<file path="src/verilog/eeboard_defines.svh">
/*
  Constants for the non-volatile memory board control logic: strap layout,
  address fields, and timing counts at a 50 MHz clock.
  Assumes the includer works in whole clock cycles of 20 ns.
*/
`ifndef EEBOARD_DEFINES_SVH
`define EEBOARD_DEFINES_SVH

`define CLK_PERIOD_NS 20
// Page field of the 20-bit memory address
`define PAGE_MSB 19
`define PAGE_LSB 16
// I/O address fields
`define IO_FUNC_BIT 0
`define IO_MATCH_MSB 7
`define IO_MATCH_LSB 1
// Array window inside the page: 16K bytes
`define ARRAY_TOP_MSB 15
`define ARRAY_TOP_LSB 14
// Write pulse widths
`define WP_FAST_MS 10
`define WP_SLOW_MS 50
`define WP_FAST_CYCLES ((`WP_FAST_MS * 1000000) / `CLK_PERIOD_NS)
`define WP_SLOW_CYCLES ((`WP_SLOW_MS * 1000000) / `CLK_PERIOD_NS)
// Acknowledge delay covering the slowest device
`define ACK_DELAY_NS 250
`define ACK_DELAY_CYCLES ((`ACK_DELAY_NS + `CLK_PERIOD_NS - 1) / `CLK_PERIOD_NS)
// Number of memory devices
`define NUM_DEVICES 8

`endif

</file>
<file path="src/verilog/eeboard_pkg.sv">
/*
  Types shared by the memory board control files.
  Assumes nothing beyond the defines header.
*/
package eeboard_pkg;

  // One bus cycle as seen by the board
  typedef struct packed {
    logic [19:0] addr;
    logic [15:0] wdata;
    logic mem_rd;
    logic mem_wr;
    logic io_wr;
    logic bhe;
  } bus_req_t;

  // Control sequencer states
  typedef enum logic [2:0] {
    ST_IDLE,
    ST_PULSE,
    ST_DONE
  } seq_state_t;

endpackage

</file>
<file path="src/verilog/device_select.sv">
/*
  Per-device select decode for the memory array.
  Assumes the address is already known to hit the array window.
*/
`timescale 1ns/100ps
`default_nettype none
`include "eeboard_defines.svh"

module device_select #(
  parameter int NDEV = `NUM_DEVICES
) (
  input wire logic [13:0] offset,
  input wire logic bhe,
  input wire logic wide_bus,
  input wire logic [4:0] density_select_switches,
  output logic [NDEV-1:0] dev_sel
);

  initial begin
    if (NDEV != 8) $error("device_select serves exactly eight devices");
  end

  // Pair index from offset; switch code picks 2K or 4K pair spacing
  function automatic logic [7:0] decode(input logic [13:0] a, input logic b,
                                        input logic w, input logic [4:0] sw);
    logic [1:0] pair;
    logic [7:0] d;
    pair = sw[0] ? a[13:12] : a[12:11];
    d = 8'h00;
    if (w) begin
      d[{pair, 1'b0}] = ~a[0];
      d[{pair, 1'b1}] = b;
    end else begin
      d[{pair, a[0]}] = 1'b1;
    end
    return d;
  endfunction

  // One device for 8-bit, one or both of a pair for 16-bit
  assign dev_sel = decode(offset, bhe, wide_bus, density_select_switches);

endmodule
`default_nettype wire

</file>
<file path="src/verilog/pulse_timer.sv">
/*
  Write pulse timer: counts the programming pulse from a start strobe.
  Assumes start is a one-cycle pulse and clear aborts the count.
*/
`timescale 1ns/100ps
`default_nettype none
`include "eeboard_defines.svh"

module pulse_timer #(
  parameter int FAST_CYCLES = `WP_FAST_CYCLES,
  parameter int SLOW_CYCLES = `WP_SLOW_CYCLES
) (
  input wire logic clk,
  input wire logic reset,
  input wire logic start,
  input wire logic clear,
  input wire logic slow_type,
  output logic busy,
  output logic done
);

  initial begin
    if (FAST_CYCLES < 1 || SLOW_CYCLES < 1) $error("pulse counts must be positive");
  end

  logic [31:0] count_ff;
  logic busy_ff;

  // Count length follows the installed device type
  always_ff @(posedge clk) begin
    if (reset || clear) begin
      count_ff <= 32'h0;
      busy_ff <= 1'b0;
    end else if (start) begin
      count_ff <= slow_type ? 32'(SLOW_CYCLES - 1) : 32'(FAST_CYCLES - 1);
      busy_ff <= 1'b1;
    end else if (busy_ff) begin
      if (count_ff == 32'h0) busy_ff <= 1'b0;
      else count_ff <= count_ff - 32'h1;
    end
  end

  assign busy = busy_ff;
  assign done = busy_ff && (count_ff == 32'h0);

endmodule
`default_nettype wire

</file>
<file path="src/verilog/eeboard_ctrl.sv">
/*
  Control logic of a plug-in non-volatile memory board: page decode,
  I/O reset and chip erase decode, write pulse sequencing, completion
  interrupt, and acknowledge timing.
  Assumes bus strobes are synchronous one-cycle-or-longer levels and that
  the array devices themselves sit outside, reached by the select outputs.
*/
// What this block does
// - Respond only within selected 64K page.
// - Four straps give page; open means page zero.
// - Two adjacent I/O addresses trigger control functions.
// - Even address resets; odd enters chip erase.
// - Seven straps match I/O address bits seven..one.
// - Interrupt on write or erase completion.
// - Interrupt on one of eight strap-chosen lines.
// - Interrupt line is pulled low.
// - One memory write latches data, programs autonomously.
// - Device erase by one write, same handling.
// - Reads complete at bus speed, 250 ns.
// - Width strap selects 16-bit, open 8-bit.
// - Pulse 10 ms fast, 50 ms slow.
// - Up to eight devices, 16K bytes.
// - Acknowledge delayed to cover slowest access.
// - Decoder selects one or two devices.
// - Board reset clears interrupt unless a completion lands in the same cycle; accepts new command.
// - Erase-mode I/O data ignored; next write picks device.
// - Completion reported 10 ms (fast) or 50 ms (slow) after write.
`timescale 1ns/100ps
`default_nettype none
`include "eeboard_defines.svh"

module eeboard_ctrl #(
  parameter int FAST_CYCLES = `WP_FAST_CYCLES,
  parameter int SLOW_CYCLES = `WP_SLOW_CYCLES,
  parameter int ACK_CYCLES = `ACK_DELAY_CYCLES
) (
  input wire logic clk,
  input wire logic reset,
  input wire eeboard_pkg::bus_req_t bus,
  input wire logic [3:0] page_straps,
  input wire logic [6:0] io_straps,
  input wire logic [7:0] int_line_straps,
  input wire logic bus_width_strap,
  input wire logic slow_device_type,
  input wire logic [4:0] density_select_switches,
  output logic transfer_acknowledge_n,
  output logic [7:0] int_n,
  output logic [7:0] dev_sel,
  output logic write_pulse_width,
  output logic erase_mode,
  output logic [13:0] array_addr,
  output logic [15:0] array_wdata,
  output logic array_oe
);

  initial begin
    if (ACK_CYCLES < 1 || ACK_CYCLES > 255) $error("ACK_CYCLES out of range");
  end

  logic page_hit;
  logic array_hit;
  logic io_hit;
  logic do_reset;
  logic do_erase;
  logic start_write;
  logic timer_busy;
  logic timer_done;
  logic [7:0] sel_now;
  eeboard_pkg::seq_state_t state_ff;
  logic erase_ff;
  logic irq_ff;
  logic [13:0] addr_ff;
  logic [15:0] data_ff;
  logic [7:0] sel_ff;
  logic [7:0] ack_cnt_ff;
  logic ack_ff;
  logic oe_ff;
  logic cycle_active;

  // Page match: open straps read as zero, giving the lowest page
  assign page_hit = (bus.addr[`PAGE_MSB:`PAGE_LSB] == page_straps);
  // Only the low 16K of the page holds devices
  assign array_hit = page_hit && (bus.addr[`ARRAY_TOP_MSB:`ARRAY_TOP_LSB] == 2'b00);

  // I/O decode: installed strap wants one, open wants zero
  assign io_hit = bus.io_wr && (bus.addr[`IO_MATCH_MSB:`IO_MATCH_LSB] == io_straps);
  assign do_reset = io_hit && !bus.addr[`IO_FUNC_BIT];
  assign do_erase = io_hit && bus.addr[`IO_FUNC_BIT];

  // A write is accepted only when idle; while programming it is dropped
  assign start_write = array_hit && bus.mem_wr && (state_ff == eeboard_pkg::ST_IDLE);

  device_select #(
    .NDEV(8)
  ) u_sel (
    .offset(bus.addr[13:0]),
    .bhe(bus.bhe),
    .wide_bus(bus_width_strap),
    .density_select_switches(density_select_switches),
    .dev_sel(sel_now)
  );

  pulse_timer #(
    .FAST_CYCLES(FAST_CYCLES),
    .SLOW_CYCLES(SLOW_CYCLES)
  ) u_timer (
    .clk(clk),
    .reset(reset),
    .start(start_write),
    .clear(do_reset),
    .slow_type(slow_device_type),
    .busy(timer_busy),
    .done(timer_done)
  );

  // Sequencer: idle, pulse running, done with interrupt pending
  always_ff @(posedge clk) begin
    if (reset || do_reset) begin
      state_ff <= eeboard_pkg::ST_IDLE;
    end else begin
      case (state_ff)
        eeboard_pkg::ST_IDLE: begin
          if (start_write) state_ff <= eeboard_pkg::ST_PULSE;
        end
        eeboard_pkg::ST_PULSE: begin
          if (timer_done) state_ff <= eeboard_pkg::ST_DONE;
        end
        eeboard_pkg::ST_DONE: begin
          state_ff <= eeboard_pkg::ST_DONE; // Waits for board reset
        end
        default: begin
          state_ff <= eeboard_pkg::ST_IDLE;
        end
      endcase
    end
  end

  // Erase mode: set by odd I/O write while idle, its data ignored; only reset clears
  always_ff @(posedge clk) begin
    if (reset || do_reset) begin
      erase_ff <= 1'b0;
    end else if (do_erase && state_ff == eeboard_pkg::ST_IDLE) begin
      erase_ff <= 1'b1;
    end
  end

  // Completion interrupt; set wins over a board reset in the same cycle, only hard reset beats it
  always_ff @(posedge clk) begin
    if (reset) begin
      irq_ff <= 1'b0;
    end else if (timer_done && state_ff == eeboard_pkg::ST_PULSE) begin
      irq_ff <= 1'b1;
    end else if (do_reset) begin
      irq_ff <= 1'b0;
    end
  end

  // Latch address, data and device select from the single write cycle
  always_ff @(posedge clk) begin
    if (reset) begin
      addr_ff <= 14'h0000;
      data_ff <= 16'h0000;
      sel_ff <= 8'h00;
    end else if (start_write) begin
      addr_ff <= bus.addr[13:0];
      // Erase drives all ones so the chosen device clears fully
      data_ff <= erase_ff ? 16'hFFFF : bus.wdata;
      sel_ff <= sel_now;
    end
  end

  // Read enable follows a read cycle hitting the array, except while a write pulse runs
  always_ff @(posedge clk) begin
    if (reset) begin
      oe_ff <= 1'b0;
    end else begin
      oe_ff <= array_hit && bus.mem_rd && (state_ff != eeboard_pkg::ST_PULSE);
    end
  end

  assign cycle_active = array_hit && (bus.mem_rd || bus.mem_wr);

  // Acknowledge counter: a fixed delay covers the slowest access time;
  // cycles during a pulse still ack so the host bus never hangs
  always_ff @(posedge clk) begin
    if (reset || !cycle_active) begin
      ack_cnt_ff <= 8'h00;
      ack_ff <= 1'b0;
    end else if (ack_cnt_ff == 8'(ACK_CYCLES - 1)) begin
      ack_ff <= 1'b1;
    end else begin
      ack_cnt_ff <= ack_cnt_ff + 8'h01;
    end
  end

  // I/O writes to the board's two strapped addresses are acknowledged too, after one cycle
  logic io_ack_ff;
  always_ff @(posedge clk) begin
    if (reset) io_ack_ff <= 1'b0;
    else io_ack_ff <= io_hit;
  end

  assign transfer_acknowledge_n = ~((ack_ff && cycle_active) || (io_ack_ff && bus.io_wr));

  // Interrupt onto the strap-chosen line, active low
  always_comb begin
    for (int i = 0; i < 8; i++) begin
      int_n[i] = ~(irq_ff && int_line_straps[i]);
    end
  end

  assign dev_sel = (state_ff == eeboard_pkg::ST_PULSE) ? sel_ff : (oe_ff ? sel_now : 8'h00);
  assign write_pulse_width = timer_busy && (state_ff == eeboard_pkg::ST_PULSE);
  assign erase_mode = erase_ff;
  assign array_addr = addr_ff;
  assign array_wdata = data_ff;
  assign array_oe = oe_ff;

endmodule
`default_nettype wire

</file>
<file path="config.mk">
export PLATFORM = sky130hd
export DESIGN_NAME = eeboard_ctrl
export DESIGN_NICKNAME = d
export VERILOG_FILES = /design/src/verilog/eeboard_pkg.sv /design/src/verilog/device_select.sv /design/src/verilog/pulse_timer.sv /design/src/verilog/eeboard_ctrl.sv
export VERILOG_INCLUDE_DIRS = /design/src /design/src/verilog
export SDC_FILE = /design/constraint.sdc
export NUM_CORES = 1
export LEC_CHECK = 0
export BUFFER_PORTS_ARGS = -buffer_cell sky130_fd_sc_hd__buf_2
export CORE_MARGIN = 4
export CORE_UTILIZATION = 50
export DETAILED_ROUTE_END_ITERATION = 10
export HOLD_SLACK_MARGIN = 0.08
export PLACE_DENSITY = 0.76
export SLEW_MARGIN = 20
export SYNTH_ARGS = -nofsm -noshare
export SYNTH_HDL_FRONTEND = slang
export SYNTH_HIERARCHICAL = 1
export SYNTH_SLANG_ARGS = --single-unit
export TNS_END_PERCENT = 1
</file>
<file path="constraint.sdc">
create_clock -name clk -period 5.8 [get_ports clk]
set_clock_uncertainty 0.15 [all_clocks]
set_input_delay 0.87 -clock clk [delete_from_list [all_inputs] [get_ports clk]]
set_output_delay 0.87 -clock clk [all_outputs]
set_load 0.005 [all_outputs]
</file>
# [Word-level counts from Yosys, hierarchy flattened]
# Cells that the tools add are included.
[totals] regBits=87 out_inout_bits=50
[op_classes] n_addsub=2 magnitude_cmp=6 eq_ne=9 mux=24 n_bitwise=11 n_reduce_logical=39
[ops] op="32-bit two-way mux" n=3
[ops] op="32-bit logical NOT" n=1
[ops] op="32-bit by 1-bit subtractor with 32-bit output, second input constant" n=1
[ops] op="1-bit logical AND" n=26
[ops] op="8-bit two-way mux" n=3
[ops] op="22-bit two-way mux" n=1
[ops] op="16-bit two-way mux" n=1
[ops] op="3-bit by 4-bit < comparator with 1-bit output, second input constant" n=3
[ops] op="1-bit NOT" n=10
[ops] op="3-bit by 1-bit greater-or-equal comparator with 1-bit output, second input constant" n=3
[ops] op="3-bit one-hot mux with 3 select lines" n=1
[ops] op="8-bit by 1-bit adder with 8-bit output, second input constant" n=1
[ops] op="8-bit by 7-bit bitwise AND with 8-bit output" n=1
[ops] op="8-bit bitwise mux" n=1
[ops] op="8-bit by 4-bit == test with 1-bit output, second input constant" n=1
[ops] op="1-bit two-way mux" n=8
[ops] op="7-bit == test" n=1
[ops] op="3-bit two-way mux" n=2
[ops] op="2-bit inequality test, second input constant" n=3
[ops] op="1-bit demux with 2-bit select" n=2
[ops] op="4-bit == test" n=1
[ops] op="1-bit logical OR" n=4
[ops] op="2-bit AND reduction" n=2
[ops] op="2-bit nonzero test" n=2
[ops] op="8 further kinds" n=9

# [Logic depth before layout (Yosys ltp)]
[logic_depth] ltp_word=10 depth_mapped=10

# [Hierarchy]
# The synthesis kept the hierarchy.
[modules_own_cells] module="eeboard_ctrl" instances=1 cells_each=282 area_per_inst_um2=2487.4
[modules_own_cells] module="pulse_timer" instances=1 cells_each=197 area_per_inst_um2=1781.7
[modules_own_cells] module="device_select" instances=1 cells_each=15 area_per_inst_um2=108.9

# [Least setup slack after synthesis]
# Ideal clock, no wire load.
[synth_timing] path_type="input to register" startpoint="input port bus[38] (netlist name)" endpoint="register u_timer.count_ff[31]" setup_ns=0.118 arrival_ns=3.094 required_time_ns=5.532 path_slack_ns=2.438 cell_stages=9 path_cell_list="nor2b_4 or4_1 buf_2 nor3_4 buf_6 nor2_1 or4_1 or4_1 mux2i_1"
[synth_between] elab_chain_len=6 elab_cells_between_ends=8 cone_classes="eq/ne: 2; mux: 1; reduce/logical: 5"
[synth_rtl] item="start, declared" line="eeboard_ctrl.sv:39" rtl="input wire eeboard_pkg::bus_req_t bus,"
[synth_rtl] item="4-bit == test *" line="eeboard_ctrl.sv:81" rtl="assign page_hit = (bus.addr[`PAGE_MSB:`PAGE_LSB] == page_straps);"
[synth_rtl] item="1-bit logical AND *" line="eeboard_ctrl.sv:83" rtl="assign array_hit = page_hit && (bus.addr[`ARRAY_TOP_MSB:`ARRAY_TOP_LSB] == 2'b00);"
[synth_rtl] item="1-bit logical AND * (2 in a row)" line="eeboard_ctrl.sv:91" rtl="assign start_write = array_hit && bus.mem_wr && (state_ff == eeboard_pkg::ST_IDLE);"
[synth_rtl] item="named net start_write" line="eeboard_ctrl.sv:65" rtl="logic start_write;"
[synth_rtl] item="2-bit inequality test (no line) or 2-bit nonzero test (tied branches)"
[synth_rtl] item="2-bit AND reduction (no line)"
[synth_rtl] item="end signal, assigned" line="pulse_timer.sv:35" rtl="count_ff <= slow_type ? 32'(SLOW_CYCLES - 1) : 32'(FAST_CYCLES - 1);"
[synth_rtl] item="end signal, assigned" line="pulse_timer.sv:39" rtl="else count_ff <= count_ff - 32'h1;"
[synth_rtl] item="end, declared" line="pulse_timer.sv:26" rtl="logic [31:0] count_ff;"
# Mark *: on every way through the listed nets, which the timed path passes. The rest lies on a longest branch.
# A chain may end at the register's enable or synchronous reset.

# [Worst setup path in the final report]
[layout_timing] startpoint="input port bus[38] (netlist name)" endpoint="register u_timer.count_ff[31]"
[layout_between] elab_chain_len=6 elab_cells_between_ends=8 cone_classes="eq/ne: 2; mux: 1; reduce/logical: 5"
[layout_rtl] item="4-bit == test *" line="eeboard_ctrl.sv:81"
[layout_rtl] item="1-bit logical AND *" line="eeboard_ctrl.sv:83"
[layout_rtl] item="1-bit logical AND * (2 in a row)" line="eeboard_ctrl.sv:91"
[layout_rtl] item="2-bit inequality test (no line) or 2-bit nonzero test (tied branches)"
[layout_rtl] item="2-bit AND reduction (no line)"
# Every way passes the cells marked *; elsewhere a longest branch is shown, timed or not.

==> flow_summary.ini <==
[die]
row_count = 33
die_h_um = 102
io_pins = 118
coreArea_um2 = 8380
start_util_pct = 52.2
die_width_um = 102
dieArea_um2 = 10300

[routing]
wire_per_inst_um = 16.4
firstDrtPassIters = 6
viasPerCell = 6.09
num_vias = 4248
post-route-drc-count = 0
drt_iter0_drc = 286
drt-total-wl_um = 11500
final_antenna_net_count = 0

[setup_path]
startpoint = bus[38]
worstPathRequired_ps = 5920
cp-start-kind = input pin
cp-end-kind = flip-flop
path_class = input pin to flip-flop
cp_data_arrival_time_ps = 3780
critPathMaxFanout = 28
r2r-start = state_ff[1]

[timing]
relSlewSlack_pct = 28.1
tns_ps = 0
holdWs_ps = 326
fin_crit_sh_pct = 63.2
setup_ws_ps = 2130
rsz0062_at_grt = no
tightest_slew_ps = 1080
fmax_mhz = 273
hold_viol = 0
fin_crit_ps = 3670
setup_viol = 0
drv_slew = 0

[yosys]
yosys-top-cells-area = dfxtp_1 39%, o31ai_1 5.5%, a21oi_1 5.4%
synth.distinct_cells = 60
syn_area_um2 = 4380
synth_flop_cell = dfxtp_1
ys_seq_area_share_pct = 39.3
syn_area_per_cell_um2 = 8.86
yosysWarningCount = 6
synth_edf_count = 0
synth.top_cell.area_share_pct = 39.3
syn-num-nets = 567
ys_async_sr_fraction_pct = 0
synth-seq-cells = 86
synthCells = 494
yosysTopAreaCell = dfxtp_1

[power]
seqPwrFrac_pct = 52.3
p_sw_mw = 0.335
cellLeakagePower_nw = 2.00
pwr-share-comb_pct = 11.0
p_clk_share_pct = 36.8
ir_drop_v = 0.000107
powerDensity_nw_per_um2 = 222
power_switching_share_pct = 29.2
p_int_mw = 0.810

[finish]
drive_gt1_share_pct = 28.0
layout_common_cells = 113 x buf_2, 86 x dfxtp_1, 47 x a21oi_1
layout_commonest_cell = buf_2
diodes = 0
fin_nets = 661
layout.cells.non_filler = 698
stdcell_area_um2 = 5150
area_growth_pct = 17.6

[flow_run]
max_cap_violations = 0

[global_routing]
overflow = 0
grt_max_degree = 34
gr-usage-all-layers_pct = 21.4
antenna_found_initial = 0
grt_pass1_wl_um = 18100
grt_pass1_vias = 3922

[clock_tree]
cts_hold_buffers = 0
post_cts_buffers = 0
cts_buffers = 9
cts_max_path_buffers = 2
clk_pin_slew_ps = 100
ctsResizeCount = 0
htreeDepth = 3
cts_tree = built
cts_root_buffer = clkbuf_8
cts_num_sinks = 86
insertion_delay_ps = 370

[placement]
hpwl_um = 8070
pre_cts_slack_ps = 1760
port_buffers = 113
place.gp.congestion = 0.872
place_inst = 682
place_area_um2 = 4950

[hold_path]
hp-class = flip-flop to flip-flop
min_from = array_addr[8]

[outcome]
status = completed
metrics by stage:
| stage | total power, mW | utilization [%] |
|---|---|---|
| 2_1_floorplan | 0.688 | - |
| 3_3_place_gp | 0.733 | 59.1 |
| 3_5_place_dp | 0.734 | 59.1 |
| 4_1_cts | 1.15 | 61.4 |
| 5_1_grt | 1.19 | 61.4 |
| 6_report | 1.14 | 61.4 |
cells by family (layout without fill, tap and decap cells):
kind of cell	count (synthesis)	count (layout)	synth area share, %
xor+xnor	26	26	5.20
simple gates	176	176	23.8
compound gates	150	150	24.3
buf+inv	44	143	4.26
fa+ha+maj	5	5	1.43
flops	86	86	39.3
mux	7	7	1.63
critical path, cell delays in order:
cell and delay (ps):
buf_2 100, nor2b_4 130, or4_1 900, nor3_4 300
buf_4 350, nor2_1 80, or4_1 460, or4_1 450
mux2i_1 130
registers in the layout, indices dropped and copies added (netlist names), 2 cells and up:
| signal | cells |
|---|---|
| ack_cnt_ff | 8 |
| array_addr | 14 |
| array_wdata | 16 |
| sel_ff | 8 |
| state_ff | 2 |
| u_timer/count_ff | 32 |
per-layer routing:
metal  wire length [um]  share of wire [%]  GRT usage, %
met1               5020                 44          28.0
met5                  0                  0             0
met3                942                8.2          4.13
met2               5260                 46          35.5
met4                248                2.2          7.16
power groups by stage:
stage,registers (mW),logic (mW),clock network [mW]
2_1_floorplan,0.611,0.0767,0
3_3_place_gp,0.612,0.121,0
3_5_place_dp,0.612,0.122,0
4_1_cts,0.598,0.123,0.428
5_1_grt,0.599,0.137,0.450
6_report,0.598,0.126,0.421
synthesized netlist by cell type, types with 2 or more instances:
library cell  number
clkbuf_1          26
or2_2              7
o21ai_0           14
a311oi_1           2
o31a_1             6
buf_1              2
and2_1             3
or4_1             14
nor4_4             2
a211oi_1           4
a31oi_1            3
xor2_1             5
nor3b_1            6
o211ai_1           3
a21boi_1           2
inv_1             10
nor3_1            15
a2111oi_0          3
a2111o_1           2
dfxtp_1           86
mux2i_1            6
o21ai_1            3
nor2_1            22
and4_1             3
o31ai_1           32
o221a_2           16
a21boi_0           6
xnor2_1           21
nand4_1           27
nand3_1            7
or3b_1             2
nand3b_1           2
nand2_1           36
buf_2              2
ha_1               5
o2111ai_1          2
nor4_1             5
buf_6              2
or3_1             13
a21oi_1           47
final timing paths:
path / to / slack [ps] / depth (start not counted)
max: u_timer/count_ff[31] / 2130 / 9
min: array_addr[8] / 330 / 2
max reg2reg: u_timer/count_ff[31] / 2640 / 9
min reg2reg: array_addr[8] / 330 / 2
final cells by class:
type / count / area, um^2
Clock buffer: 9 / 124
Tap cell: 105 / 131
Inverter: 11 / 41.3
Fill cell: 759 / 3230
Multi-Input combinational cell: 364 / 2470
Sequential cell: 86 / 1720
Clock inverter: 7 / 73.8
Timing Repair Buffer: 116 / 588
(Power assumes the default switching activity.)
